[src/design/lsli_pkg.sv]
// lsli_pkg: shared constants and types for the logger status led indicator
// assumes a 10 MHz system clock; nothing else
`default_nettype none
package lsli_pkg;
  // system clock period in ns
  localparam int CLK_PERIOD_NS = 100;
  // blink half periods in ms
  localparam int SLOW_HALF_MS = 500;
  localparam int FAST_HALF_MS = 125;
  // derived half period counts in clock cycles
  localparam int SLOW_HALF_CYC = SLOW_HALF_MS * 1000000 / CLK_PERIOD_NS;
  localparam int FAST_HALF_CYC = FAST_HALF_MS * 1000000 / CLK_PERIOD_NS;
  // default run-on after logger power loss, ms
  localparam int RUNON_MS = 1000;
  localparam int RUNON_CYC = RUNON_MS * 1000000 / CLK_PERIOD_NS;
  // dual colour led codes: bit0 first colour, bit1 second colour
  localparam logic [1:0] LED_OFF = 2'h0;
  localparam logic [1:0] LED_C1 = 2'h1;
  localparam logic [1:0] LED_C2 = 2'h2;
  // bit positions of the led code
  localparam int LED_C1_BIT = 0;
  localparam int LED_C2_BIT = 1;
  // run-on counter width
  localparam int RUNON_W = 32;
  // indication selector, one-hot
  typedef enum logic [5:0] {
    LSLI_IND_NONE  = 6'b00_0001,
    LSLI_IND_FWHW  = 6'b00_0010,
    LSLI_IND_BATT  = 6'b00_0100,
    LSLI_IND_DISK  = 6'b00_1000,
    LSLI_IND_CFG   = 6'b01_0000,
    LSLI_IND_IDLE  = 6'b10_0000
  } lsli_ind_t;
  // logging state as seen by the power led, one-hot
  typedef enum logic [2:0] {
    LSLI_LOG_ARMED   = 3'b001,
    LSLI_LOG_ACTIVE  = 3'b010,
    LSLI_LOG_STOPPED = 3'b100
  } lsli_log_t;
endpackage
`default_nettype wire

[src/design/lsli_tick_if.sv]
// lsli_tick_if: blink phase signals passed from the divider to the top
// assumes both ends share mclk
`default_nettype none
interface lsli_tick_if;
  logic slow_ph;
  logic fast_ph;
  modport src (output slow_ph, output fast_ph);
  modport dst (input slow_ph, input fast_ph);
endinterface
`default_nettype wire

[src/design/lsli_top.sv]
// lsli_top: power and traffic led indication and script start/stop events
// assumes all flag inputs are synchronous to mclk except the power pins
//
// Summary of operation
// (RULE1) logger mode: can power only, no usb
// (RULE2) fault: same traffic pattern, power names fault
// (RULE3) fw/hw fault: fast waver both leds
// (RULE4) battery fault: power fast, traffic slow waver
// (RULE5) disk fault: yellow on, red slow blink
// (RULE6) config fault: yellow on, red fast blink
// (RULE7) script load failure shown as config fault
// (RULE8) armed on, logging fast, stopped slow green
// (RULE9) no fault: traffic shows channel bus status
// (RULE10) running script may override any led
// (RULE11) start event on four listed causes
// (RULE12) stop event on four listed causes
// (RULE13) power-off stop waits full run-on interval
// (RULE14) blink halves equal, fast above slow
// (RULE15) waver lights second colour when dark
// (RULE16) faults beat state, fw/hw fault highest
// (RULE17) blink rates from programmable clock dividers
`default_nettype none
module lsli_top #(
  parameter int NCHAN = 5,
  parameter int SLOW_HALF = lsli_pkg::SLOW_HALF_CYC,
  parameter int FAST_HALF = lsli_pkg::FAST_HALF_CYC,
  parameter int RUNON = lsli_pkg::RUNON_CYC
) (
  // clock, reset, enable
  input wire logic mclk,
  input wire logic nrst,
  input wire logic clk_en,
  // power pins, asynchronous
  input wire logic can_pwr_pin,
  input wire logic usb_pwr_pin,
  // fault flags
  input wire logic fault_fwhw,
  input wire logic fault_batt,
  input wire logic fault_disk,
  input wire logic fault_cfg,
  input wire logic script_load_fail,
  // logging state, one-hot armed/active/stopped
  input wire logic [2:0] log_state,
  // per channel bus status led codes
  input wire logic [2*NCHAN-1:0] bus_led,
  // script led override: enable and value per led, power at index 0
  input wire logic [NCHAN:0] scr_ovr_en,
  input wire logic [2*NCHAN+1:0] scr_ovr_led,
  // host and script commands, one-cycle pulses
  input wire logic host_script_start_call,
  input wire logic host_script_stop_call,
  input wire logic script_start_req,
  input wire logic script_stop_req,
  input wire logic host_mode_select_call,
  input wire logic logger_mode_selector,
  input wire logic interface_mode_selector,
  // led outputs: bit0 first colour, bit1 second colour
  output logic [1:0] power_led,
  output logic [2*NCHAN-1:0] traffic_led,
  // mode and events
  output logic logger_mode,
  output logic start_evt,
  output logic stop_evt
);
  lsli_tick_if tick ();

  lsli_blink_div #(.SLOW_HALF(SLOW_HALF), .FAST_HALF(FAST_HALF)) u_div (
    .mclk(mclk),
    .nrst(nrst),
    .clk_en(clk_en),
    .tick(tick)
  );

  ////////////////////////////////////////////////////////////////////////
  // two-flop synchronisers for the power pins
  logic can_s1_ff, can_s2_ff, usb_s1_ff, usb_s2_ff;
  always_ff @(posedge mclk or negedge nrst) begin
    if (!nrst) begin
      can_s1_ff <= 1'b0;
      can_s2_ff <= 1'b0;
      usb_s1_ff <= 1'b0;
      usb_s2_ff <= 1'b0;
    end else if (clk_en) begin
      can_s1_ff <= can_pwr_pin;
      can_s2_ff <= can_s1_ff;
      usb_s1_ff <= usb_pwr_pin;
      usb_s2_ff <= usb_s1_ff;
    end
  end

  ////////////////////////////////////////////////////////////////////////
  // led pattern helpers
  function automatic logic [1:0] blink(input logic [1:0] col, input logic ph);
    blink = ph ? col : lsli_pkg::LED_OFF; // (RULE14)
  endfunction

  function automatic logic [1:0] waver(input logic ph);
    waver = ph ? lsli_pkg::LED_C1 : lsli_pkg::LED_C2; // (RULE15)
  endfunction

  ////////////////////////////////////////////////////////////////////////
  // mode, events and run-on state
  logic lmode_ff, nxt_lmode;
  logic usb_d_ff, nxt_usb_d;
  logic can_d_ff, nxt_can_d;
  logic runon_ff, nxt_runon;
  logic [lsli_pkg::RUNON_W-1:0] ron_cnt_ff, nxt_ron_cnt;
  logic start_ff, nxt_start;
  logic stop_ff, nxt_stop;
  logic pwr_on_mode;

  // logger mode when can power present and usb absent
  assign pwr_on_mode = can_s2_ff & ~usb_s2_ff; // (RULE1)

  // next mode, event and run-on values
  always_comb begin
    nxt_usb_d = usb_s2_ff;
    nxt_can_d = can_s2_ff;
    nxt_lmode = lmode_ff;
    nxt_runon = runon_ff;
    nxt_ron_cnt = ron_cnt_ff;
    nxt_start = 1'b0;
    nxt_stop = 1'b0;
    // power-up into logger mode
    if (pwr_on_mode && !(can_d_ff && !usb_d_ff)) begin
      nxt_lmode = 1'b1; // (RULE1)
      nxt_start = 1'b1; // (RULE11)
      nxt_runon = 1'b0;
    end
    if (host_script_start_call || script_start_req) begin
      nxt_start = 1'b1; // (RULE11)
    end
    if (host_mode_select_call && logger_mode_selector) begin
      nxt_lmode = 1'b1;
      nxt_start = 1'b1; // (RULE11)
    end
    if (host_script_stop_call || script_stop_req) begin
      nxt_stop = 1'b1; // (RULE12)
    end
    if (host_mode_select_call && interface_mode_selector) begin
      nxt_lmode = 1'b0;
      nxt_stop = 1'b1; // (RULE12)
    end
    if (usb_s2_ff != usb_d_ff) begin
      nxt_lmode = pwr_on_mode;
      nxt_stop = 1'b1; // (RULE12)
      nxt_runon = 1'b0;
    end
    // logger power lost: count down run-on before stopping
    if (lmode_ff && !can_s2_ff && can_d_ff && !usb_s2_ff) begin
      nxt_runon = 1'b1; // (RULE13)
      nxt_ron_cnt = lsli_pkg::RUNON_W'(RUNON);
    end else if (runon_ff) begin
      if (ron_cnt_ff <= lsli_pkg::RUNON_W'(1)) begin
        nxt_runon = 1'b0;
        nxt_lmode = 1'b0;
        nxt_stop = 1'b1; // (RULE13)
      end else begin
        nxt_ron_cnt = ron_cnt_ff - lsli_pkg::RUNON_W'(1);
      end
    end
  end

  // register mode and events
  always_ff @(posedge mclk or negedge nrst) begin
    if (!nrst) begin
      usb_d_ff <= 1'b0;
      can_d_ff <= 1'b0;
      lmode_ff <= 1'b0;
      runon_ff <= 1'b0;
      ron_cnt_ff <= '0;
      start_ff <= 1'b0;
      stop_ff <= 1'b0;
    end else if (clk_en) begin
      usb_d_ff <= nxt_usb_d;
      can_d_ff <= nxt_can_d;
      lmode_ff <= nxt_lmode;
      runon_ff <= nxt_runon;
      ron_cnt_ff <= nxt_ron_cnt;
      start_ff <= nxt_start;
      stop_ff <= nxt_stop;
    end
  end

  ////////////////////////////////////////////////////////////////////////
  // fault priority selection
  lsli_pkg::lsli_ind_t ind;
  always_comb begin
    if (!lmode_ff) ind = lsli_pkg::LSLI_IND_IDLE;
    else if (fault_fwhw) ind = lsli_pkg::LSLI_IND_FWHW; // (RULE16)
    else if (fault_batt) ind = lsli_pkg::LSLI_IND_BATT; // (RULE16)
    else if (fault_disk) ind = lsli_pkg::LSLI_IND_DISK; // (RULE16)
    else if (fault_cfg || script_load_fail) ind = lsli_pkg::LSLI_IND_CFG; // (RULE7)
    else ind = lsli_pkg::LSLI_IND_NONE;
  end

  ////////////////////////////////////////////////////////////////////////
  // next led values
  logic [1:0] pled_ff, nxt_pled;
  logic [2*NCHAN-1:0] tled_ff, nxt_tled;
  logic [1:0] all_tled;
  logic fault_on;

  always_comb begin
    fault_on = 1'b1;
    nxt_pled = lsli_pkg::LED_OFF;
    all_tled = lsli_pkg::LED_OFF;
    case (ind)
      lsli_pkg::LSLI_IND_FWHW: begin
        nxt_pled = waver(tick.fast_ph); // (RULE3)
        all_tled = waver(tick.fast_ph); // (RULE3)
      end
      lsli_pkg::LSLI_IND_BATT: begin
        nxt_pled = waver(tick.fast_ph); // (RULE4)
        all_tled = waver(tick.slow_ph); // (RULE4)
      end
      lsli_pkg::LSLI_IND_DISK: begin
        nxt_pled = lsli_pkg::LED_C2; // (RULE5)
        all_tled = blink(lsli_pkg::LED_C2, tick.slow_ph); // (RULE5)
      end
      lsli_pkg::LSLI_IND_CFG: begin
        nxt_pled = lsli_pkg::LED_C2; // (RULE6)
        all_tled = blink(lsli_pkg::LED_C2, tick.fast_ph); // (RULE6)
      end
      lsli_pkg::LSLI_IND_NONE: begin
        fault_on = 1'b0;
        case (log_state)
          lsli_pkg::LSLI_LOG_ACTIVE: nxt_pled = blink(lsli_pkg::LED_C1, tick.fast_ph); // (RULE8)
          lsli_pkg::LSLI_LOG_STOPPED: nxt_pled = blink(lsli_pkg::LED_C1, tick.slow_ph); // (RULE8)
          default: nxt_pled = lsli_pkg::LED_C1; // (RULE8)
        endcase
      end
      default: begin
        fault_on = 1'b0;
        nxt_pled = lsli_pkg::LED_OFF;
      end
    endcase
    // common fault pattern or own bus status per channel
    for (int i = 0; i < NCHAN; i++) begin
      nxt_tled[2*i +: 2] = fault_on ? all_tled : bus_led[2*i +: 2]; // (RULE2) (RULE9)
    end
    // script overrides only where it asks to
    if (scr_ovr_en[0]) nxt_pled = scr_ovr_led[1:0]; // (RULE10)
    for (int i = 0; i < NCHAN; i++) begin
      if (scr_ovr_en[i+1]) nxt_tled[2*i +: 2] = scr_ovr_led[2*i+2 +: 2]; // (RULE10)
    end
  end

  // register leds
  always_ff @(posedge mclk or negedge nrst) begin
    if (!nrst) begin
      pled_ff <= lsli_pkg::LED_OFF;
      tled_ff <= '0;
    end else if (clk_en) begin
      pled_ff <= nxt_pled;
      tled_ff <= nxt_tled;
    end
  end

  assign power_led = pled_ff;
  assign traffic_led = tled_ff;
  assign logger_mode = lmode_ff;
  assign start_evt = start_ff;
  assign stop_evt = stop_ff;
endmodule
`default_nettype wire

[src/design/lsli_blink_div.sv]
// lsli_blink_div: divides mclk into slow and fast blink phases
// assumes clock enable and reset from the top module
`default_nettype none
module lsli_blink_div #(
  parameter int SLOW_HALF = lsli_pkg::SLOW_HALF_CYC,
  parameter int FAST_HALF = lsli_pkg::FAST_HALF_CYC
) (
  // clock and reset
  input wire logic mclk,
  input wire logic nrst,
  input wire logic clk_en,
  // phases out
  lsli_tick_if.src tick
);
  logic [31:0] slow_cnt_ff, nxt_slow_cnt;
  logic [31:0] fast_cnt_ff, nxt_fast_cnt;
  logic slow_ph_ff, nxt_slow_ph;
  logic fast_ph_ff, nxt_fast_ph;

  ////////////////////////////////////////////////////////////////////////
  // equal lit and dark halves, two programmable dividers
  always_comb begin
    nxt_slow_cnt = slow_cnt_ff + 32'h0000_0001;
    nxt_slow_ph = slow_ph_ff;
    nxt_fast_cnt = fast_cnt_ff + 32'h0000_0001;
    nxt_fast_ph = fast_ph_ff;
    if (slow_cnt_ff >= 32'(SLOW_HALF - 1)) begin // (RULE14) (RULE17)
      nxt_slow_cnt = 32'h0000_0000;
      nxt_slow_ph = ~slow_ph_ff;
    end
    if (fast_cnt_ff >= 32'(FAST_HALF - 1)) begin // (RULE14) (RULE17)
      nxt_fast_cnt = 32'h0000_0000;
      nxt_fast_ph = ~fast_ph_ff;
    end
  end

  // register the dividers
  always_ff @(posedge mclk or negedge nrst) begin
    if (!nrst) begin
      slow_cnt_ff <= 32'h0000_0000;
      fast_cnt_ff <= 32'h0000_0000;
      slow_ph_ff <= 1'b1;
      fast_ph_ff <= 1'b1;
    end else if (clk_en) begin
      slow_cnt_ff <= nxt_slow_cnt;
      fast_cnt_ff <= nxt_fast_cnt;
      slow_ph_ff <= nxt_slow_ph;
      fast_ph_ff <= nxt_fast_ph;
    end
  end

  assign tick.slow_ph = slow_ph_ff;
  assign tick.fast_ph = fast_ph_ff;
endmodule
`default_nettype wire

[config.mk]
export PLATFORM = sky130hd
export DESIGN_NAME = lsli_top
export DESIGN_NICKNAME = d
export VERILOG_FILES = /design/src/design/lsli_pkg.sv /design/src/design/lsli_tick_if.sv /design/src/design/lsli_top.sv /design/src/design/lsli_blink_div.sv
export SDC_FILE = /design/constraint.sdc
export NUM_CORES = 1
export LEC_CHECK = 0
export ABC_AREA = 0
export BUFFER_PORTS_ARGS = -buffer_cell sky130_fd_sc_hd__clkbuf_2
export CAP_MARGIN = 20
export CORE_UTILIZATION = 44
export CTS_BUF_LIST = sky130_fd_sc_hd__clkbuf_4
export CTS_CLUSTER_DIAMETER = 40
export CTS_CLUSTER_SIZE = 20
export DETAILED_ROUTE_END_ITERATION = 8
export PLACE_DENSITY_LB_ADDON = 0.05
export SLEW_MARGIN = 30
export SYNTH_ARGS = -nofsm -noshare
export SYNTH_HDL_FRONTEND = slang
export SYNTH_SLANG_ARGS = --single-unit
[constraint.sdc]
create_clock -name mclk -period 2.65 [get_ports mclk]
set_clock_uncertainty 0.1 [all_clocks]
set_input_delay 0.53 -clock mclk [delete_from_list [all_inputs] [get_ports mclk]]
set_output_delay 0.53 -clock mclk [all_outputs]
set_load 0.03 [all_outputs]
# Word-level counts from Yosys, hierarchy flattened

Index checks and enable logic that the tools add are counted.

Register bits: 120
Input port bits: 48
Logic and storage cells: 109

Multiplexer cells: 52
Reductions and logical operators: 21
Bitwise operators: 4
Add/sub/neg operators: 3
Eq/ne operators: 9
Order comparisons: 3

Operator list:

| operator                                                        | number |
|---|---|
| 2-to-1 mux 32 bit                                               | 5 |
| adder 32 x 1 -> 32 bit, second input constant                   | 2 |
| >= comparator 32 x 21 -> 1 bit, second input constant           | 1 |
| >= comparator 32 x 23 -> 1 bit, second input constant           | 1 |
| less-or-equal comparator 32 x 1 -> 1 bit, second input constant | 1 |
| subtractor 32 x 1 -> 32 bit, second input constant              | 1 |
| 2-to-1 mux 2 bit                                                | 15 |
| 2-to-1 mux 1 bit                                                | 24 |
| 2-to-1 mux 5 bit                                                | 4 |
| case mux 2 bit (4 select lines)                                 | 1 |
| logical AND 1 bit                                               | 7 |
| equality test 6 x 1 -> 1 bit, second input constant             | 1 |
| equality test 6 x 2 -> 1 bit, second input constant             | 1 |
| equality test 6 x 3 -> 1 bit, second input constant             | 1 |
| equality test 6 x 4 -> 1 bit, second input constant             | 1 |
| equality test 6 x 5 -> 1 bit, second input constant             | 1 |
| 2-to-1 mux 6 bit                                                | 1 |
| case mux 2 bit (3 select lines)                                 | 1 |
| logical NOT 1 bit                                               | 4 |
| AND reduction 2 bit                                             | 2 |
| OR reduction 2 bit                                              | 2 |
| OR reduction 4 bit                                              | 1 |
| equality test 3 x 2 -> 1 bit, second input constant             | 1 |
| equality test 3 bit, second input constant                      | 1 |
| other kinds (8)                                                 | 12 |

# Logic depth before layout (Yosys ltp)

Depth after elaboration: 11
Depth in mapped cells: 8
Mapped depth without buffers: 7

# By module

A second synthesis with hierarchy kept.

Cell total of the unflattened synthesis: 699
Area, all modules: 6,597.6 um2

By module, submodules not included:

| module         | seq. area each (um2) | cells each | area each (um2) | times used |
|---|---|---|---|---|
| lsli_blink_div | 1,654.1              | 378        | 3,557.2         | 1 |
| lsli_top       | 1,351.3              | 321        | 3,040.4         | 1 |

# Least setup slack after synthesis

OpenSTA, ideal clock, no wires.

Path kind: register to register
Start point: register ron_cnt_ff[22] (netlist name)
End point: register lmode_ff (netlist: logger_mode)
Cell stages (with the launch flop): 7
Path buffers: 1
Library setup time: 0.118 ns
Period minus slack after synthesis: 2.493 ns
Slack: 0.157 ns
Data required time: 2.432 ns
Data arrival time: 2.275 ns
Cell sequence: dfrtp_1 or4_1 buf_2 or4_4 nor4_4 a22oi_1 a21o_1

Cells in the longest elaborated chain, start to end: 4

Ends and longest elaborated chain:

| element                                  | line            | RTL |
|---|---|---|
| start, declared                          | lsli_top.sv:107 | `logic [lsli_pkg::RUNON_W-1:0] ron_cnt_ff, nxt_ron_cnt;` |
| start signal, assigned                   | lsli_top.sv:179 | `ron_cnt_ff <= nxt_ron_cnt;` |
| less-or-equal comparator 32 x 1 -> 1 bit | lsli_top.sv:154 | `if (ron_cnt_ff <= lsli_pkg::RUNON_W'(1)) begin` |
| 2-to-1 mux 1 bit                         | lsli_top.sv:154 |  |
| 2-to-1 mux 1 bit                         | lsli_top.sv:153 | `end else if (runon_ff) begin` |
| 2-to-1 mux 1 bit                         | lsli_top.sv:150 | `if (lmode_ff && !can_s2_ff && can_d_ff && !usb_s2_ff) begin` |
| end signal, assigned                     | lsli_top.sv:177 | `lmode_ff <= nxt_lmode;` |
| end, declared                            | lsli_top.sv:103 | `logic lmode_ff, nxt_lmode;` |

No other way between the ends.
A chain may end at the register's enable or synchronous reset.

# Worst setup path in the final report

Start point: register ron_cnt_ff[18] (netlist name)
End point: register runon_ff

Cells in the longest elaborated chain, start to end: 4

Ends and longest elaborated chain:

| element                                  | line            | RTL |
|---|---|---|
| less-or-equal comparator 32 x 1 -> 1 bit | lsli_top.sv:154 |  |
| 2-to-1 mux 1 bit                         | lsli_top.sv:154 |  |
| 2-to-1 mux 1 bit                         | lsli_top.sv:153 |  |
| 2-to-1 mux 1 bit                         | lsli_top.sv:150 |  |
| end signal, assigned                     | lsli_top.sv:178 | `runon_ff <= nxt_runon;` |
| end, declared                            | lsli_top.sv:106 | `logic runon_ff, nxt_runon;` |

No other way between the ends.

==> results.md <==
* Status: finished, final reports clean
* Fin crit period at ~2.5 ns
* Root cell of the clock tree: clkbuf_4
* DR vias/cell at 5.709
* Crit path DAT at ~2.9 ns
* Commonest register cell after synthesis: dfrtp_1
* DR vias at between 5000 and 6000
* Syn nets at approximately 750
* P&R area growth vs syn at 15.06%
* Cell area after synthesis at around 6400 µm²
* Maxcap violations at 0
* GRT Util Overall at 0.2102
* Clk Latency, worst-skew pair at around 0.53 ns
* Critical register-to-register path startpoint: ron_cnt_ff[18]
* Async SR Flop Fraction at 1.000
* Core footprint at ~14000 µm²
* Final cell count without fillers at approximately 970
* Top Ports at 63
* Leak at ~3.4 nW
* Worst R2R Setup Slack at 0.11 ns
* Layout fillers at approximately 1300
* GPL Wtd Cong at around 0.85
* # rows at 43
* Worst hold path type: primary input to flop
* Syn_area_per_cell at around 9.3 µm²
* Num Clock Sinks at 120
* CP Max Fanout at 10
* FMAX at 0.3937 GHz
* Num CTS Buffers at 17
* Hold Path Stages at 2
* Setup TNS at 0 ns
* Post-synth EDFFs at 0
* Nets at a little over 800
* Cell depth of the worst flop-to-flop path at 6
* Die height at around 120 µm
* Setup crit end kind: flop
* # placed instances at 934
* Most frequent cells in the layout: dfrtp_1 (118), nor2_1 (89), clkbuf_2 (61)
* Starting density of the core at 0.4568
* Final core occ at 0.5256
* # diodes at 0
* Slew headroom at 0.5197
* Postcts setup bufs at 0
* Crit Path Category: flop to flop
* Initial antenna violation count at 0
* CTS clk-pin slew, worst paths at roughly 0.11 ns
* RSZ-0062 raised after global routing: no
* Seq cells post-synth at between 100 and 150
* CTS tree: done
* Slew Viols, Final at 0
* Routed WL at 14700 µm
* First-pass GRT wire length at 25100 µm
* R2R Path End: runon_ff
* Initial DRC count at between 400 and 500
* Detailed Routing Iterations Pass 1 at 5
* Count of final setup violators at 0
* Gr ovfl total at 0
* Vias in the first global route at 5363
* Hold Path Sink: can_s1_ff
* Dpl hpwl at around 10000 µm
* Most common cell after layout, fill and taps aside: dfrtp_1
* Post-Syn Instances at slightly below 700
* # port buffers at 62
* Largest net degree at the start of global routing at a little under 70
* Worst setup SP type: flop
* WP data required at just under 3 ns
* Final Cycle Share at 0.9585
* Max IR drop VDD at 0.6197 mV
* Synth warn at 0
* PD cells at 686.3 nW/µm²
* Max Root-Sink Buffers at 2
* Share of cells above drive strength 1 at 0.1842
* Pin slew with the least headroom to its limit at 0.7149 ns
* Distinct cells, synth at 64
* Post-synthesis sequential area ratio at 0.4668
* DR WL/cell at about 15 µm
* Remaining DRCs at 0
* ANT nets after route at 0
* Die Footprint at ~15000 µm²
* Min-Delay Startpoint: can_pwr_pin
* Die Width at 123.0 µm
* Final hold vios at 0
* Htree depth at 4
==> state kept, by name, indices dropped and copies added (netlist names), 2 cells and up <==
signal	flops
ron_cnt_ff	32
traffic_led	10
u_div.slow_cnt_ff	32
power_led	2
u_div.fast_cnt_ff	32
==> worst max-delay path by stage <==
stage	from	end	slack [ns]
after floorplan	ron_cnt_ff[22]	logger_mode	0.16
after global placement	ron_cnt_ff[22]	runon_ff	0.13
after detailed placement	ron_cnt_ff[18]	logger_mode	0.12
after CTS	ron_cnt_ff[18]	logger_mode	0.08
after global routing	ron_cnt_ff[6]	ron_cnt_ff[13]	0.02
final	ron_cnt_ff[18]	runon_ff	0.11
==> area by class of cell <==
| type | count | area, µm² | area share |
|---|---|---|---|
| tap | 180 | 225.2 | 0.03040 |
| multi-input combinational | 528 | 3281 | 0.4428 |
| inverter | 17 | 63.81 | 0.008613 |
| timing repair buffer | 90 | 550.5 | 0.07431 |
| clock inverter | 12 | 132.6 | 0.01790 |
| sequential | 120 | 3005 | 0.4057 |
| clock buffer | 20 | 150.1 | 0.02027 |
==> worst max-delay path, cell delays in order (launching register included) <==
cell     delay [ns]
dfrtp_1        0.46
or4_4          0.54
or4_4          0.54
nor4_4         0.33
buf_4          0.21
o21ai_1        0.08
a21o_1         0.18
==> where the power goes <==
part | internal, mW | switching (mW)
Combinational | 0.552 | 0.757
Clock | 0.666 | 0.667
Sequential | 2.12 | 0.324
==> Yosys cell counts, drive strengths merged, types with 4 or more instances <==
master  count  area, µm²
dfrtp     118       2953
nor2       89      334.1
nand2      49      183.9
nand3      37      185.2
a21oi      36      180.2
xor2       34      297.8
nand4      27      168.9
o21ai      27      135.1
nor4       24      180.2
clkbuf     21      78.83
or4        18      138.9
and3       17      106.4
inv        17      63.81
nor3       16      80.08
or3        14      87.58
xnor2      14      122.6
mux2       11      123.9
nand2b     11      68.82
mux2i       8      80.08
a31oi       7      43.79
and4        7      61.31
buf         7      28.78
o31ai       7      52.55
and2        6      37.54
o22ai       6      37.54
a211o       5      43.79
ha          4      50.05
==> layer usage <==
layer,vias up,part of all wire,GRT usage
met5,-,0,0
li1,2724,-,-
met2,110,0.47,0.3364
met1,2673,0.48,0.2756
met3,14,0.038,0.05766
met4,0,0.0097,0.06852
==> cells by family (layout without fill, tap and decap cells) <==
kind of cell	after synthesis	after routing	share of synthesized area
DFF	120	120	0.4668
xor gates and xnor gates	48	48	0.06529
and+or+nand+nor	328	328	0.2701
buffers and inverters	45	139	0.02662
AOI/OAI and AO/OA	129	129	0.1318
adders and majority gates	4	4	0.007773
muxes	19	19	0.03168
==> per-stage QoR <==
| step | worst slack [ns] | total power [mW] | area [µm²] | hold WS, ns |
|---|---|---|---|---|
| floorplan | 0.1574 | 3.313 | 6439 | 0.1344 |
| global placement | 0.1347 | 3.724 | 7101 | 0.2793 |
| detailed placement | 0.1165 | 3.763 | 7101 | 0.2802 |
| CTS | 0.08265 | 5.118 | 7393 | 0.09747 |
| global route | 0.01936 | 5.446 | 7408 | 0.08460 |
| finish | 0.1100 | 5.084 | 7408 | 0.1315 |
==> repair_timing <==
item,CTS,global route
hold endpoints to repair,52,0
gates resized for setup,0,2
setup endpoints to repair,0,5
hold buffers,1,0
(Power assumes the default switching activity.)
